[src/hdl/zrdf_defines.vh]
// constants for the zero reading detect filter
`ifndef ZRDF_DEFINES_VH
`define ZRDF_DEFINES_VH
`define ZRDF_CFG_ADDR 8'hDB
`define ZRDF_STAT_ADDR 8'hDC
`define ZRDF_WEIGHT_MSB 3
`define ZRDF_ZERO_FLAG_BIT 3
`define ZRDF_CFG_RESET 8'h00
`define ZRDF_CNT_LIMIT 5'h0F
`define ZRDF_CNT_ZERO 5'h00
`define ZRDF_CNT_ONE 5'h01
`define ZRDF_CH_ZERO 16'h0000
`endif

[src/hdl/zrdf_zero_reading_detect_filter.v]
// zero reading detect filter: weighted zero counter, sticky alarm, register slice
//
// Overview of operation
// Bits 3:0 of the configuration register hold the zero hit increment weight.
// The zero alarm flag is set when the internal counter reaches 15.
// A measurement cycle with any of the four channels reading zero adds the weight.
// A measurement cycle with no channel reading zero takes one off the counter.
// Software should use the weight only when both automatic offset fixes are off.
// The flag reads in status bit 3, interrupts when enabled, and clears on a written one.
// A weight of zero never raises the flag or its interrupt.
// The counter floors at zero and saturates at the limit instead of wrapping.
//
// channel results and the measurement strobe come from logic on this clock,
// so no input passes a synchroniser here
`timescale 1ns/1ps
`default_nettype none
`include "zrdf_defines.vh"

module zrdf_zero_reading_detect_filter #(
    parameter CH_W = 16
) (
    input wire clk_i,
    input wire rstn_i,
    // register access port, one byte per access
    input wire [7:0] reg_addr_i,
    input wire reg_wr_i,
    input wire [7:0] reg_wdata_i,
    output reg [7:0] cfg_rdata_o,
    output reg [7:0] stat_rdata_o,
    // measurement results, valid on meas_done_i pulse
    input wire meas_done_i,
    input wire [CH_W-1:0] ch0_data_i,
    input wire [CH_W-1:0] ch1_data_i,
    input wire [CH_W-1:0] ch2_data_i,
    input wire [CH_W-1:0] ch3_data_i,
    input wire calibration_irq_enable_i,
    output wire zero_alarm_flag_o,
    output wire zero_irq_o
);

////////////////////////////////////////////////////////////////////////////////
// local sizes

localparam NUM_CH = 4;
localparam CNT_W = 5;
localparam WT_W = `ZRDF_WEIGHT_MSB + 1;
localparam BUS_W = NUM_CH * CH_W;

////////////////////////////////////////////////////////////////////////////////
// declarations

wire [BUS_W-1:0] ch_bus;
wire [NUM_CH-1:0] ch_zero;
wire any_zero;
wire cfg_sel;
wire stat_sel;
wire cfg_wr;
wire flag_clr;
wire weight_on;
wire [CNT_W-1:0] weight_ext;
wire [CNT_W-1:0] sum;
wire sum_hits_limit;
wire cnt_at_floor;
wire flag_set;

reg [WT_W-1:0] weight_ff;
reg [WT_W-1:0] nxt_weight;
reg [CNT_W-1:0] cnt_ff;
reg [CNT_W-1:0] nxt_cnt;
reg flag_ff;
reg nxt_flag;
reg [7:0] nxt_cfg_rdata;
reg [7:0] nxt_stat_rdata;

////////////////////////////////////////////////////////////////////////////////
// per channel zero compare

assign ch_bus = {ch3_data_i, ch2_data_i, ch1_data_i, ch0_data_i};

genvar gi;
generate
    for (gi = 0; gi < NUM_CH; gi = gi + 1)
    begin : g_ch_zero
        assign ch_zero[gi] = (ch_bus[gi*CH_W +: CH_W] == {CH_W{1'b0}});
    end
endgenerate

// one zero on any channel is enough to count the cycle as a zero cycle
assign any_zero = |ch_zero; // see

////////////////////////////////////////////////////////////////////////////////
// register decode

assign cfg_sel = (reg_addr_i == `ZRDF_CFG_ADDR);
assign stat_sel = (reg_addr_i == `ZRDF_STAT_ADDR);
assign cfg_wr = reg_wr_i && cfg_sel;
assign flag_clr = reg_wr_i && stat_sel && reg_wdata_i[`ZRDF_ZERO_FLAG_BIT];

////////////////////////////////////////////////////////////////////////////////
// counter arithmetic

assign weight_on = (weight_ff != {WT_W{1'b0}});
assign weight_ext = {{(CNT_W-WT_W){1'b0}}, weight_ff};
// five bits hold 15 + 15, so the sum itself never wraps
assign sum = cnt_ff + weight_ext;
assign sum_hits_limit = (sum >= `ZRDF_CNT_LIMIT);
assign cnt_at_floor = (cnt_ff == `ZRDF_CNT_ZERO);

// set on every zero measurement with a nonzero weight whose sum is at or over the limit, even with the counter already saturated
assign flag_set = meas_done_i && any_zero && sum_hits_limit && weight_on; // see

////////////////////////////////////////////////////////////////////////////////
// next weight

always @*
begin
    nxt_weight = weight_ff;
    if (cfg_wr)
    begin
        nxt_weight = reg_wdata_i[`ZRDF_WEIGHT_MSB:0];
    end
end

////////////////////////////////////////////////////////////////////////////////
// next counter

always @*
begin
    nxt_cnt = cnt_ff;
    if (meas_done_i)
    begin
        if (any_zero)
        begin
            // saturate so a large weight cannot carry past the limit
            if (sum_hits_limit)
            begin
                nxt_cnt = `ZRDF_CNT_LIMIT; // see
            end
            else
            begin
                nxt_cnt = sum;
            end
        end
        else
        begin
            if (!cnt_at_floor)
            begin
                nxt_cnt = cnt_ff - `ZRDF_CNT_ONE; // see
            end
            else
            begin
                nxt_cnt = `ZRDF_CNT_ZERO;
            end
        end
    end
end

////////////////////////////////////////////////////////////////////////////////
// next flag

always @*
begin
    nxt_flag = flag_ff;
    if (flag_clr)
    begin
        nxt_flag = 1'b0;
    end
    // set beats a clear in the same cycle
    if (flag_set)
    begin
        nxt_flag = 1'b1;
    end
end

////////////////////////////////////////////////////////////////////////////////
// next read back values

always @*
begin
    nxt_cfg_rdata = `ZRDF_CFG_RESET;
    nxt_cfg_rdata[`ZRDF_WEIGHT_MSB:0] = nxt_weight;
    nxt_stat_rdata = 8'h00;
    nxt_stat_rdata[`ZRDF_ZERO_FLAG_BIT] = nxt_flag;
end

////////////////////////////////////////////////////////////////////////////////
// state registers

always @(posedge clk_i or negedge rstn_i)
begin
    if (!rstn_i)
    begin
        weight_ff <= {WT_W{1'b0}};
    end
    else
    begin
        weight_ff <= nxt_weight;
    end
end

always @(posedge clk_i or negedge rstn_i)
begin
    if (!rstn_i)
    begin
        cnt_ff <= `ZRDF_CNT_ZERO;
    end
    else
    begin
        cnt_ff <= nxt_cnt;
    end
end

always @(posedge clk_i or negedge rstn_i)
begin
    if (!rstn_i)
    begin
        flag_ff <= 1'b0;
    end
    else
    begin
        flag_ff <= nxt_flag;
    end
end

////////////////////////////////////////////////////////////////////////////////
// read back registers

always @(posedge clk_i or negedge rstn_i)
begin
    if (!rstn_i)
    begin
        cfg_rdata_o <= `ZRDF_CFG_RESET;
    end
    else
    begin
        cfg_rdata_o <= nxt_cfg_rdata;
    end
end

always @(posedge clk_i or negedge rstn_i)
begin
    if (!rstn_i)
    begin
        stat_rdata_o <= 8'h00;
    end
    else
    begin
        stat_rdata_o <= nxt_stat_rdata;
    end
end

////////////////////////////////////////////////////////////////////////////////
// outputs

assign zero_alarm_flag_o = flag_ff;
// the irq is also gated by weight so writing zero silences it at once
assign zero_irq_o = flag_ff && calibration_irq_enable_i && weight_on; // see

endmodule // zrdf_zero_reading_detect_filter
`default_nettype wire

[config.mk]
export PLATFORM = sky130hd
export DESIGN_NAME = zrdf_zero_reading_detect_filter
export DESIGN_NICKNAME = d
export VERILOG_FILES = /design/src/hdl/zrdf_zero_reading_detect_filter.v
export VERILOG_INCLUDE_DIRS = /design/src /design/src/hdl
export SDC_FILE = /design/constraint.sdc
export NUM_CORES = 1
export LEC_CHECK = 0
export BUFFER_PORTS_ARGS = -buffer_cell sky130_fd_sc_hd__buf_4
export CAP_MARGIN = 10
export CORE_ASPECT_RATIO = 0.8
export CORE_MARGIN = 4
export CORE_UTILIZATION = 37
export CTS_BUF_LIST = sky130_fd_sc_hd__clkbuf_8
export DETAILED_ROUTE_END_ITERATION = 10
export PLACE_DENSITY = 0.85
export SYNTH_ARGS = -nofsm -noshare
export SYNTH_HDL_FRONTEND = slang
export SYNTH_SLANG_ARGS = --single-unit
[constraint.sdc]
create_clock -name clk_i -period 6.3 [get_ports clk_i]
set_input_delay 0.315 -clock clk_i [delete_from_list [all_inputs] [get_ports clk_i]]
set_output_delay 0.315 -clock clk_i [all_outputs]
set_load 0.02 [all_outputs]
[Word-level counts from Yosys, hierarchy flattened]
Index checks and enable logic that the tools add are counted.
Storage, ports and cells
  word-level logic and storage cells: 29
  memories: 0
  memory bits (writable): 0
  bits in registers: 10
  input bits: 85
  latch bits: 0
  ROM bits: 0
Operators by class
  reductions and logical operators: 16
  eq/ne operators: 2
  bitwise logic cells: 0
  add/sub/neg operators: 2
  div/mod/pow operators: 0
  $lt $le $gt $ge: 1
  mux-type cells: 5
  multiply operators: 0
  shifts and indexed selects: 0
Operators with widths (count)
  16-bit logical NOT: 4
  8-bit equality test, second input constant: 2
  5-bit two-way mux: 3
  1-bit logical AND: 8
  5-bit by 4-bit adder with 5-bit output: 1
  5-bit by 4-bit >= comparator with 1-bit output, second input constant: 1
  5-bit logical NOT: 1
  5-bit by 1-bit subtractor with 5-bit output, second input constant: 1
  4-bit nonzero test: 1
  4-bit OR reduction: 1
  1-bit two-way mux: 2
  2-bit nonzero test: 1

[Longest topological paths before layout]
Gate-level depths: netlist (run 1).
  depth after elaboration: 6
  gate-level depth with buffers: 7

[Least setup slack after synthesis (run 1)]
OpenSTA, ideal clock, no wires.
  kind: reg2reg
  from: reg, netlist name cfg_rdata_o[0]
  to: reg cnt_ff[3]
  data required time: 6.178 ns
  cell stages (with the launch flop): 8
  clock period less this slack: 2.256 ns
  path buffers: 0
  path slack: 4.044 ns
  data arrival time: 2.134 ns
  path through: dfrtp_1 > ha_1 > fa_1 > a21o_1 > a21oi_2 > xnor2_1 > or3b_1 > a32o_1
RTL lines
  to (signal assigned): RTL line zrdf_zero_reading_detect_filter.v:205  | cnt_ff <= `ZRDF_CNT_ZERO;
  to (signal assigned): RTL line zrdf_zero_reading_detect_filter.v:209  | cnt_ff <= nxt_cnt;
  to (decl): RTL line zrdf_zero_reading_detect_filter.v:68  | reg [CNT_W-1:0] cnt_ff;

[Final worst setup path (run 1)]
  from: reg cnt_ff[0]
  to: reg cnt_ff[3]
Between the ends
  longest elaborated chain between the ends: 4
  elaborated cells between the ends (all ways): 7
RTL lines
  5-bit by 4-bit adder with 5-bit output: RTL line zrdf_zero_reading_detect_filter.v:105  | assign sum = cnt_ff + weight_ext;
  5-bit by 4-bit >= comparator with 1-bit output (no source line)
  5-bit two-way mux: RTL line zrdf_zero_reading_detect_filter.v:135  | if (sum_hits_limit)
  5-bit two-way mux *: RTL line zrdf_zero_reading_detect_filter.v:132  | if (any_zero)
Every way passes the cells marked *; elsewhere a longest branch is shown, timed or not.
A chain may end at the register's enable or synchronous reset.

==> results of run 1 <==
[cells in the mapped netlist, types with 3 or more instances]
cell	n
nor4_1	16
buf_4	12
dfrtp_1	10
o21ai_0	6
ha_1	5
nand4_1	5
mux2_2	4
nor3_1	4
inv_1	3
[worst paths after layout]
kind,from,end,slack (ns),depth (start not counted)
worst max-delay path,cnt_ff[0],cnt_ff[3],3.96,7
worst min-delay path,reg_wdata_i[2],cfg_rdata_o[2],0.31,2
worst max register to register,cnt_ff[0],cnt_ff[3],3.96,7
worst min register to register,cfg_rdata_o[2],cfg_rdata_o[2],0.57,1
max in group asynchronous,rstn_i,cnt_ff[4],5.72,2
min in group asynchronous,rstn_i,stat_rdata_o[3],0.44,2
[cells by family after synthesis]
group | Yosys count | synth area share
other cells | 1 | 0.00412
buf+inv | 17 | 0.121
compound gates | 20 | 0.148
simple gates | 41 | 0.272
flops | 10 | 0.275
fa+ha+maj | 6 | 0.0907
mux | 5 | 0.0604
xor+xnor | 3 | 0.0289
[placed cells by master, fill, tap and decap left out, drive strengths merged, types with 3 or more instances in the layout]
cell	synthesis	routed
nand4	5	5
a21oi	3	3
conb	1	11
buf	13	87
clkbuf	1	4
dfrtp	10	10
nor3	4	4
inv	3	3
ha	5	5
nor4	16	16
mux2	4	4
o21ai	6	6
[cell type report]
class | count | area, um^2
Tap cell | 25 | 31.3
Fill cell | 178 | 653
Multi-Input combinational cell | 86 | 588
Sequential cell | 10 | 250
Inverter | 3 | 11.3
Clock buffer | 4 | 55.1
Timing Repair Buffer | 88 | 663
[routing by layer]
metal  up-vias  track usage  routed length, um
li1        557            -                  -
met1       523        0.267               1400
met2        29        0.411               2050
met3         5       0.0279                145
met4         0       0.0430                 25
met5         -            0                  0
[power groups by stage]
stage	Combinational [mW]	Sequential (mW)	Clock [mW]
final	0.145	0.103	0.0803
after global routing	0.160	0.107	0.0849
after CTS	0.144	0.102	0.0822
after floorplan	0.0873	0.0970	0
after global placement	0.135	0.101	0
after detailed placement	0.144	0.103	0
[sequential cells by signal, summed over array words and instances (netlist names)]
signal	cells
cfg_rdata_o	4
stat_rdata_o	1
cnt_ff	5
[critical path, delay by kind of cell, from the launching register on]
family	cells	cell delay [ns]
flops	1	0.42
compound gates	3	0.63
simple gates	1	0.38
fa+ha+maj	2	0.66
xor+xnor	1	0.12
==> out/metrics.yaml, run 1 <==
detailed_routing:
  num_vias: 1114
  remaining_drc_errors: 0
  first_iter_violations: 46
  routed_wl_mm: 3.62
  wl_per_cell_um: 16.8
  ant_nets: 0
  via_per_inst: 5.16
  drt-pass1-iter-count: 4
global_route:
  grt.overflow.total: 0
  grt_usage: 0.218
  antenna_found_initial: 0
  grt_pass1_vias: 1116
  grt_max_degree: 12
  grt_pass1_wl_mm: 5.55
outcome:
  status: "complete, no violations"
pwr:
  combPwrFrac: 0.442
  total_power_uw: 328
  ir_worst_vdd_v: 0.000132
  p_int_uw: 214
  power_density_nw_per_um2: 205
  p_sw_uw: 114
  seq_power_share: 0.314
  pwr-share-clk: 0.245
  power_switching_share: 0.348
  p_leak_nw: 0.831
floorplan:
  initial_core_util: 0.404
  die_h_um: 52.4
  io_pins: 103
  die_area_um2: 3320
  die_x_um: 63.5
  num_rows: 15
  core_area_um2: 2250
worst_setup_path:
  worstSetupEndpointType: "register"
  crit_required_ns: 6.42
  critical_path_class: "reg2reg"
  critPathLaunchType: "register"
  slowest_stage: "fa_1"
  max_stage_delay_ns: 0.43
  crit_fanout: 5
  cp_cell_sequence: "ha_1 -> fa_1 -> a21o_1 -> a21oi_2 -> xnor2_1 -> or3b_1 -> a32o_1"
  crit_arrival_ns: 2.46
timing:
  tightest_slew_ns: 0.606
  grt_setup_unrepaired: "false"
  finalHoldViolCount: 0
  slew_viol_final: 0
  fin_setup_tns_ns: 0
  clock_skew_ns: 0.000482
  finalSetupViolations: 0
  fin_crit_sh: 0.372
  period_minus_slack_ns: 2.34
  max_freq_mhz: 427
  holdWs_ns: 0.311
  maxSlewHeadroom: 0.593
  setup_slack_ns: 3.96
synth:
  async_flop_share: 1.00
  synth_edf_count: 0
  netlist.area_leader.share: 0.275
  synthTopCellsByArea: "dfrtp_1, nor4_1, buf_4"
  avgSynthCellArea_um2: 8.84
  syn-instance-count: 103
  yosysTopAreaCell: "dfrtp_1"
  ys_seq_elements: 10
  yosysWarnings: 0
  synth_area_um2: 911
  synth_seq_area_share: 0.275
  synth_cell_types: 37
  synth_flop_cell: "dfrtp_1"
cts:
  cts_resized: 0
  clock_sink_count: 10
  htreeDepth: 1
  cts-root-buf: "clkbuf_8"
  cts.clk_slew.worst_paths_ns: 0.05
  cts_inserted_buffers: 3
  cts_hold_buf: 1
  clk_latency_ns: 0.24
  cts_setup_buffers: 0
  tritoncts: "built"
  clockBufferDepth: 2
run:
  max_cap_violations: 0
layout:
  layout-drive-gt1-share: 0.508
  layoutNonFillerInstCount: 216
  final_nets: 283
  final_util: 0.710
  diodes: 0
  syn2layout_area_growth_pct: 75.5
  fin_area_um2: 1600
place:
  port_buffers: 87
  routabilityCongestion: 0.815
  place_hpwl_mm: 3.25
  placed_cell_area_um2: 1530
  place_inst: 211
  dp_slack_ns: 3.99
min_path:
  min_path_type: "in2reg"
Note: power is estimated with default switching activity, not from simulation.
==> inputs of run 2 (changes only) <==
Settings changed: CORE_UTILIZATION 37 to 35, PLACE_DENSITY 0.85 to 0.81.
Clock period 6.3 ns to 2.5 ns, I/O delays scaled along.
==> run 2 against run 1 <==
Non-clock buffer count stayed put; critical path depth stayed put; final area stayed put; critical endpoint unchanged; clock-buffer cell count is 1 lower.
==> out/metrics.yaml, run 2 (synthesized netlist as in run 1, its figures left out) <==
worst_setup_path:
  crit_path_start: "cnt_ff[0]"  # unchanged
  worstSetupEndpointType: "register"  # unchanged
  rr_worst_depth: 7  # unchanged
  crit_required_ns: 2.62  # was 6.42 ns
  regToRegSetupSlack_ns: 0.21  # was 3.96 ns
  worstReg2RegStart: "cnt_ff[0]"  # unchanged
  crit_arrival_ns: 2.41  # was 2.46 ns
  critPathLaunchType: "register"  # unchanged
  critPathCapture: "cnt_ff[3]"  # unchanged
  critical_path_class: "reg2reg"  # unchanged
  crit_fanout: 5  # unchanged
  r2r-end: "cnt_ff[3]"  # unchanged
timing:
  period_minus_slack_ns: 2.29  # was 2.34 ns
  slew_viol_final: 0  # unchanged
  maxSlewHeadroom: 0.594  # was 0.593
  fin_crit_sh: 0.918  # was 0.372
  holdWs_ns: 0.132  # was 0.311 ns
  finalHoldViolCount: 0  # unchanged
  fin_setup_tns_ns: 0  # unchanged
  grt_setup_unrepaired: "false"  # unchanged
  tightest_slew_ns: 0.605  # was 0.606 ns
  max_freq_mhz: 436  # was 427 MHz
  clock_skew_ns: 0.000718  # was 0.000482 ns
  finalSetupViolations: 0  # unchanged
detailed_routing:
  drt-pass1-iter-count: 4  # unchanged
  via_per_inst: 4.80  # was 5.16
  remaining_drc_errors: 0  # unchanged
  wl_per_cell_um: 15.6  # was 16.8 um
  first_iter_violations: 43  # was 46
  ant_nets: 0  # unchanged
  num_vias: 1085  # was 1,114
  routed_wl_mm: 3.53  # was 3.62 mm
floorplan:
  initial_core_util: 0.370  # was 0.404
  die_h_um: 53.6  # was 52.4 um
  core_area_um2: 2460  # was 2250 um^2
  io_pins: 103  # unchanged
  die_area_um2: 3490  # was 3320 um^2
  die_x_um: 65.0  # was 63.5 um
  num_rows: 16  # was 15
layout:
  nFillCells: 223  # was 178
  syn2layout_area_growth_pct: 75.5  # unchanged
  final_util: 0.649  # was 0.710
  mostFrequentLayoutCell: "buf_4"  # unchanged
  mostFrequentLayoutCells: "buf_4, nor4_1, conb_1"  # unchanged
  largest_reg_flops: 5  # unchanged
  diodes: 0  # unchanged
  layout-drive-gt1-share: 0.505  # was 0.508
  largest-register: "cnt_ff"  # unchanged
  seq_area_um2: 250  # unchanged
  layoutNonFillerInstCount: 226  # was 216
  reg_top3: "cnt_ff x5, cfg_rdata_o x4, stat_rdata_o x1"  # unchanged
  multi_input_area_um2: 588  # unchanged
  final_nets: 283  # unchanged
place:
  place_hpwl_mm: 3.07  # was 3.25 mm
  port_buffers: 87  # unchanged
  routabilityCongestion: 0.792  # was 0.815
  place_inst: 222  # was 211
run:
  max_cap_violations: 0  # unchanged
global_route:
  grt_pass1_wl_mm: 5.11  # was 5.55 mm
  grt_usage: 0.200  # was 0.218
  antenna_found_initial: 0  # unchanged
  grt_pass1_vias: 1038  # was 1,116
  grt_max_degree: 12  # unchanged
  grt.overflow.total: 0  # unchanged
cts:
  cts_hold_buf: 1  # unchanged
  cts_setup_buffers: 0  # unchanged
  cts_inserted_buffers: 3  # unchanged
  cts.clk_slew.worst_paths_ns: 0.04  # was 0.05 ns
  htreeDepth: 1  # unchanged
  tritoncts: "built"  # unchanged
  clk_latency_ns: 0.23  # was 0.24 ns
  clock_sink_count: 10  # unchanged
  cts_resized: 0  # unchanged
  cts-root-buf: "clkbuf_8"  # unchanged
  clockBufferDepth: 2  # unchanged
outcome:
  status: "complete, no violations"  # unchanged
min_path:
  hold_depth: 2  # unchanged
  min_path_type: "in2reg"  # unchanged
pwr:
  p_leak_nw: 0.824  # was 0.831 nW
  power_density_nw_per_um2: 490  # was 205 nW/um^2
  total_power_uw: 783  # was 328 uW
  ir_worst_vdd_v: 0.000276  # was 0.000132 V
==> run 2: cell count changes in the layout (fill, tap and decap cells not counted) <==
cell / change
clkbuf_8: -1
==> run 2: how the worst min path moves through the flow <==
| stage | startpoint | to | slack, ns |
|---|---|---|---|
| 3_5_place_dp | rstn_i | stat_rdata_o[3] | -0.04 |
| 4_1_cts | reg_wdata_i[1] | cfg_rdata_o[1] | 0.13 |
| 3_3_place_gp | rstn_i | stat_rdata_o[3] | -0.04 |
| 5_1_grt | reg_wdata_i[0] | cfg_rdata_o[0] | 0.13 |
| 2_1_floorplan | rstn_i | cfg_rdata_o[0] | -0.17 |
| 6_report | reg_wdata_i[1] | cfg_rdata_o[1] | 0.13 |
==> run 2: layout make-up <==
class,instances,share of cell area
timing repair buffer,88,0.415
multi-input combinational,86,0.368
sequential,10,0.156
tap,36,0.0282
clock buffer,3,0.0258
inverter,3,0.00704
==> run 2: stage by stage <==
step	area, um^2	worst slack (ns)
after floorplan	948	0.244
after detailed placement	1550	0.214
after CTS	1600	0.210
final	1600	0.206
after global placement	1550	0.283
after global routing	1600	0.141
==> run 2: layer usage <==
layer / wire [um] / global-route usage / vias up
li1: - / - / 556
met1: 1360 / 0.243 / 500
met2: 2010 / 0.372 / 27
met3: 141 / 0.0418 / 2
met4: 19 / 0.0379 / 0
met5: 0 / 0 / -
==> run 2: critical path: stages, from the launching register on <==
cell     delay (ns)
dfrtp_1        0.42
ha_1           0.23
fa_1           0.42
a21o_1         0.19
a21oi_2        0.15
xnor2_1        0.12
or3b_1         0.38
a32o_1         0.26
==> run 2: power by group <==
part	internal (mW)	total [mW]	leakage (nW)	switching [mW]
clock network	0.105	0.160	0.0216	0.0553
registers	0.202	0.261	0.129	0.0589
logic	0.200	0.362	0.673	0.162
total	0.506	0.783	0.824	0.277
==> inputs of run 3 (changes only) <==
Settings changed: CORE_UTILIZATION 35 to 37, PLACE_DENSITY 0.81 to 0.85.
Clock period 2.5 ns to 2.7 ns, I/O delays scaled along.
==> run 3 against run 2 <==
Cell count down 4.9%; total power decreased by 7.2%; via count increased by 3.9%; sequential power decreased by 8.4%; flip-flop and latch count stayed put; highest routed layer unchanged; worst setup slack gained 0.15 ns; clock skew up 0.0018 ns; non-clock buffer count stayed put; final area shrank 0.86%; critical endpoint is now cnt_ff[2]; clock power is 7% lower; routed wire length is 1.4% higher.
==> out/metrics.yaml, run 3 (synthesized netlist as in run 1, its figures left out) <==
worst_setup_path:
  worstReg2RegStart: "cnt_ff[0]"  # unchanged
  crit_required_ns: 2.82  # was 2.62 ns
  crit_path_start: "cnt_ff[0]"  # unchanged
  worstSetupEndpointType: "register"  # unchanged
  critPathLaunchType: "register"  # unchanged
  crit_fanout: 5  # unchanged
  crit_arrival_ns: 2.46  # was 2.41 ns
  critical_path_class: "reg2reg"  # unchanged
layout:
  mostFrequentLayoutCell: "buf_4"  # unchanged
  layoutNonFillerInstCount: 215  # was 226
  largest-register: "cnt_ff"  # unchanged
  final_nets: 283  # unchanged
  layout-drive-gt1-share: 0.505  # unchanged
  largest_reg_flops: 5  # unchanged
  syn2layout_area_growth_pct: 74.0  # was 75.5%
  mostFrequentLayoutCells: "buf_4, nor4_1, conb_1"  # unchanged
  diodes: 0  # unchanged
  reg_top3: "cnt_ff x5, cfg_rdata_o x4, stat_rdata_o x1"  # unchanged
  fin_area_um2: 1590  # was 1600 um^2
global_route:
  grt_pass1_vias: 1141  # was 1,038
  grt_pass1_wl_mm: 5.32  # was 5.11 mm
  grt_usage: 0.209  # was 0.200
  grt_max_degree: 12  # unchanged
  antenna_found_initial: 0  # unchanged
  grt.overflow.total: 0  # unchanged
place:
  port_buffers: 87  # unchanged
  place_inst: 211  # was 222
  routabilityCongestion: 0.810  # was 0.792
  place_hpwl_mm: 3.13  # was 3.07 mm
  placed_cell_area_um2: 1530  # was 1550 um^2
pwr:
  pwr-share-clk: 0.205  # was 0.204
  p_sw_uw: 258  # was 277 uW
  power_density_nw_per_um2: 458  # was 490 nW/um^2
  p_leak_nw: 0.824  # unchanged
  ir_worst_vdd_v: 0.000361  # was 0.000276 V
  combPwrFrac: 0.466  # was 0.463
  p_int_uw: 468  # was 506 uW
  seq_power_share: 0.329  # was 0.333
  power_switching_share: 0.356  # was 0.353
min_path:
  min_path_type: "in2reg"  # unchanged
  min_from: "reg_wdata_i[0]"  # was reg_wdata_i[1]
cts:
  cts_inserted_buffers: 3  # unchanged
  cts_hold_buf: 1  # unchanged
  clk_latency_ns: 0.23  # about the same
  tritoncts: "built"  # unchanged
  clock_sink_count: 10  # unchanged
  cts-root-buf: "clkbuf_8"  # unchanged
  clockBufferDepth: 2  # unchanged
  cts_resized: 0  # unchanged
  cts.clk_slew.worst_paths_ns: 0.04  # about the same
  cts_setup_buffers: 0  # unchanged
  htreeDepth: 1  # unchanged
detailed_routing:
  drt-pass1-iter-count: 4  # unchanged
  first_iter_violations: 15  # was 43
  via_per_inst: 5.24  # was 4.80
  remaining_drc_errors: 0  # unchanged
  num_vias: 1127  # was 1,085
  wl_per_cell_um: 16.6  # was 15.6 um
  ant_nets: 0  # unchanged
  routed_wl_mm: 3.58  # was 3.53 mm
timing:
  finalSetupViolations: 0  # unchanged
  grt_setup_unrepaired: "false"  # unchanged
  fin_crit_sh: 0.867  # was 0.918
  clock_skew_ns: 0.00250  # was 0.000718 ns
  fin_setup_tns_ns: 0  # unchanged
  max_freq_mhz: 427  # was 436 MHz
  finalHoldViolCount: 0  # unchanged
  tightest_slew_ns: 0.569  # was 0.605 ns
  period_minus_slack_ns: 2.34  # was 2.29 ns
  maxSlewHeadroom: 0.618  # was 0.594
  slew_viol_final: 0  # unchanged
floorplan:
  die_x_um: 63.5  # was 65.0 um
  die_area_um2: 3320  # was 3490 um^2
  initial_core_util: 0.404  # was 0.370
  num_rows: 15  # was 16
  die_h_um: 52.4  # was 53.6 um
  io_pins: 103  # unchanged
  core_area_um2: 2250  # was 2460 um^2
run:
  max_cap_violations: 0  # unchanged
outcome:
  status: "complete, no violations"  # unchanged
[run 3: cell counts in the layout (fill, tap and decap cells not counted)]
No cell type changed its count.
[run 3: worst max-delay path, cell delays in order, from the launching register on]
cell     delay, ns
dfrtp_1       0.42
ha_1          0.25
fa_1          0.43
o21a_1        0.22
o21ai_0       0.15
nor3b_1       0.37
mux2i_1       0.14
a22o_1        0.25
[run 3: routing by layer]
| layer | track usage | wire [um] | vias up |
|---|---|---|---|
| met5 | 0 | 0 | - |
| li1 | - | - | 556 |
| met3 | 0.0300 | 137 | 8 |
| met1 | 0.237 | 1330 | 529 |
| met4 | 0.0573 | 87 | 0 |
| met2 | 0.409 | 2030 | 34 |
[run 3: worst paths after layout]
check,endpoint,slack (ns),depth (start not counted)
max reg2reg,cnt_ff[2],0.36,7
min in group asynchronous,stat_rdata_o[3],0.27,2
max,cnt_ff[2],0.36,7
max in group asynchronous,cnt_ff[4],2.29,2
min,cfg_rdata_o[0],0.14,2
min reg2reg,cfg_rdata_o[0],0.57,1
[run 3: metrics by stage]
step | setup slack, ns | hold slack, ns | util | power (mW)
after CTS | 0.398 | 0.138 | 0.704 | 0.726
after detailed placement | 0.430 | -0.0267 | 0.681 | 0.571
after floorplan | 0.444 | -0.161 | - | 0.430
final | 0.360 | 0.142 | 0.704 | 0.726
after global placement | 0.484 | -0.0264 | 0.681 | 0.548
after global routing | 0.268 | 0.137 | 0.704 | 0.775
[run 3: area by class of cell]
| class | count | area (um^2) |
|---|---|---|
| Clock buffer | 3 | 41.3 |
| Fill cell | 188 | 667 |
| Inverter | 3 | 11.3 |
| Multi-Input combinational cell | 86 | 588 |
| Sequential cell | 10 | 250 |
| Tap cell | 25 | 31.3 |
| Timing Repair Buffer | 88 | 663 |
[run 3: power by group through the flow]
stage,Clock [mW],Combinational [mW],Sequential [mW]
6_report,0.149,0.339,0.239
5_1_grt,0.158,0.375,0.243
4_1_cts,0.152,0.337,0.237
3_5_place_dp,0,0.331,0.239
3_3_place_gp,0,0.313,0.235
2_1_floorplan,0,0.204,0.226
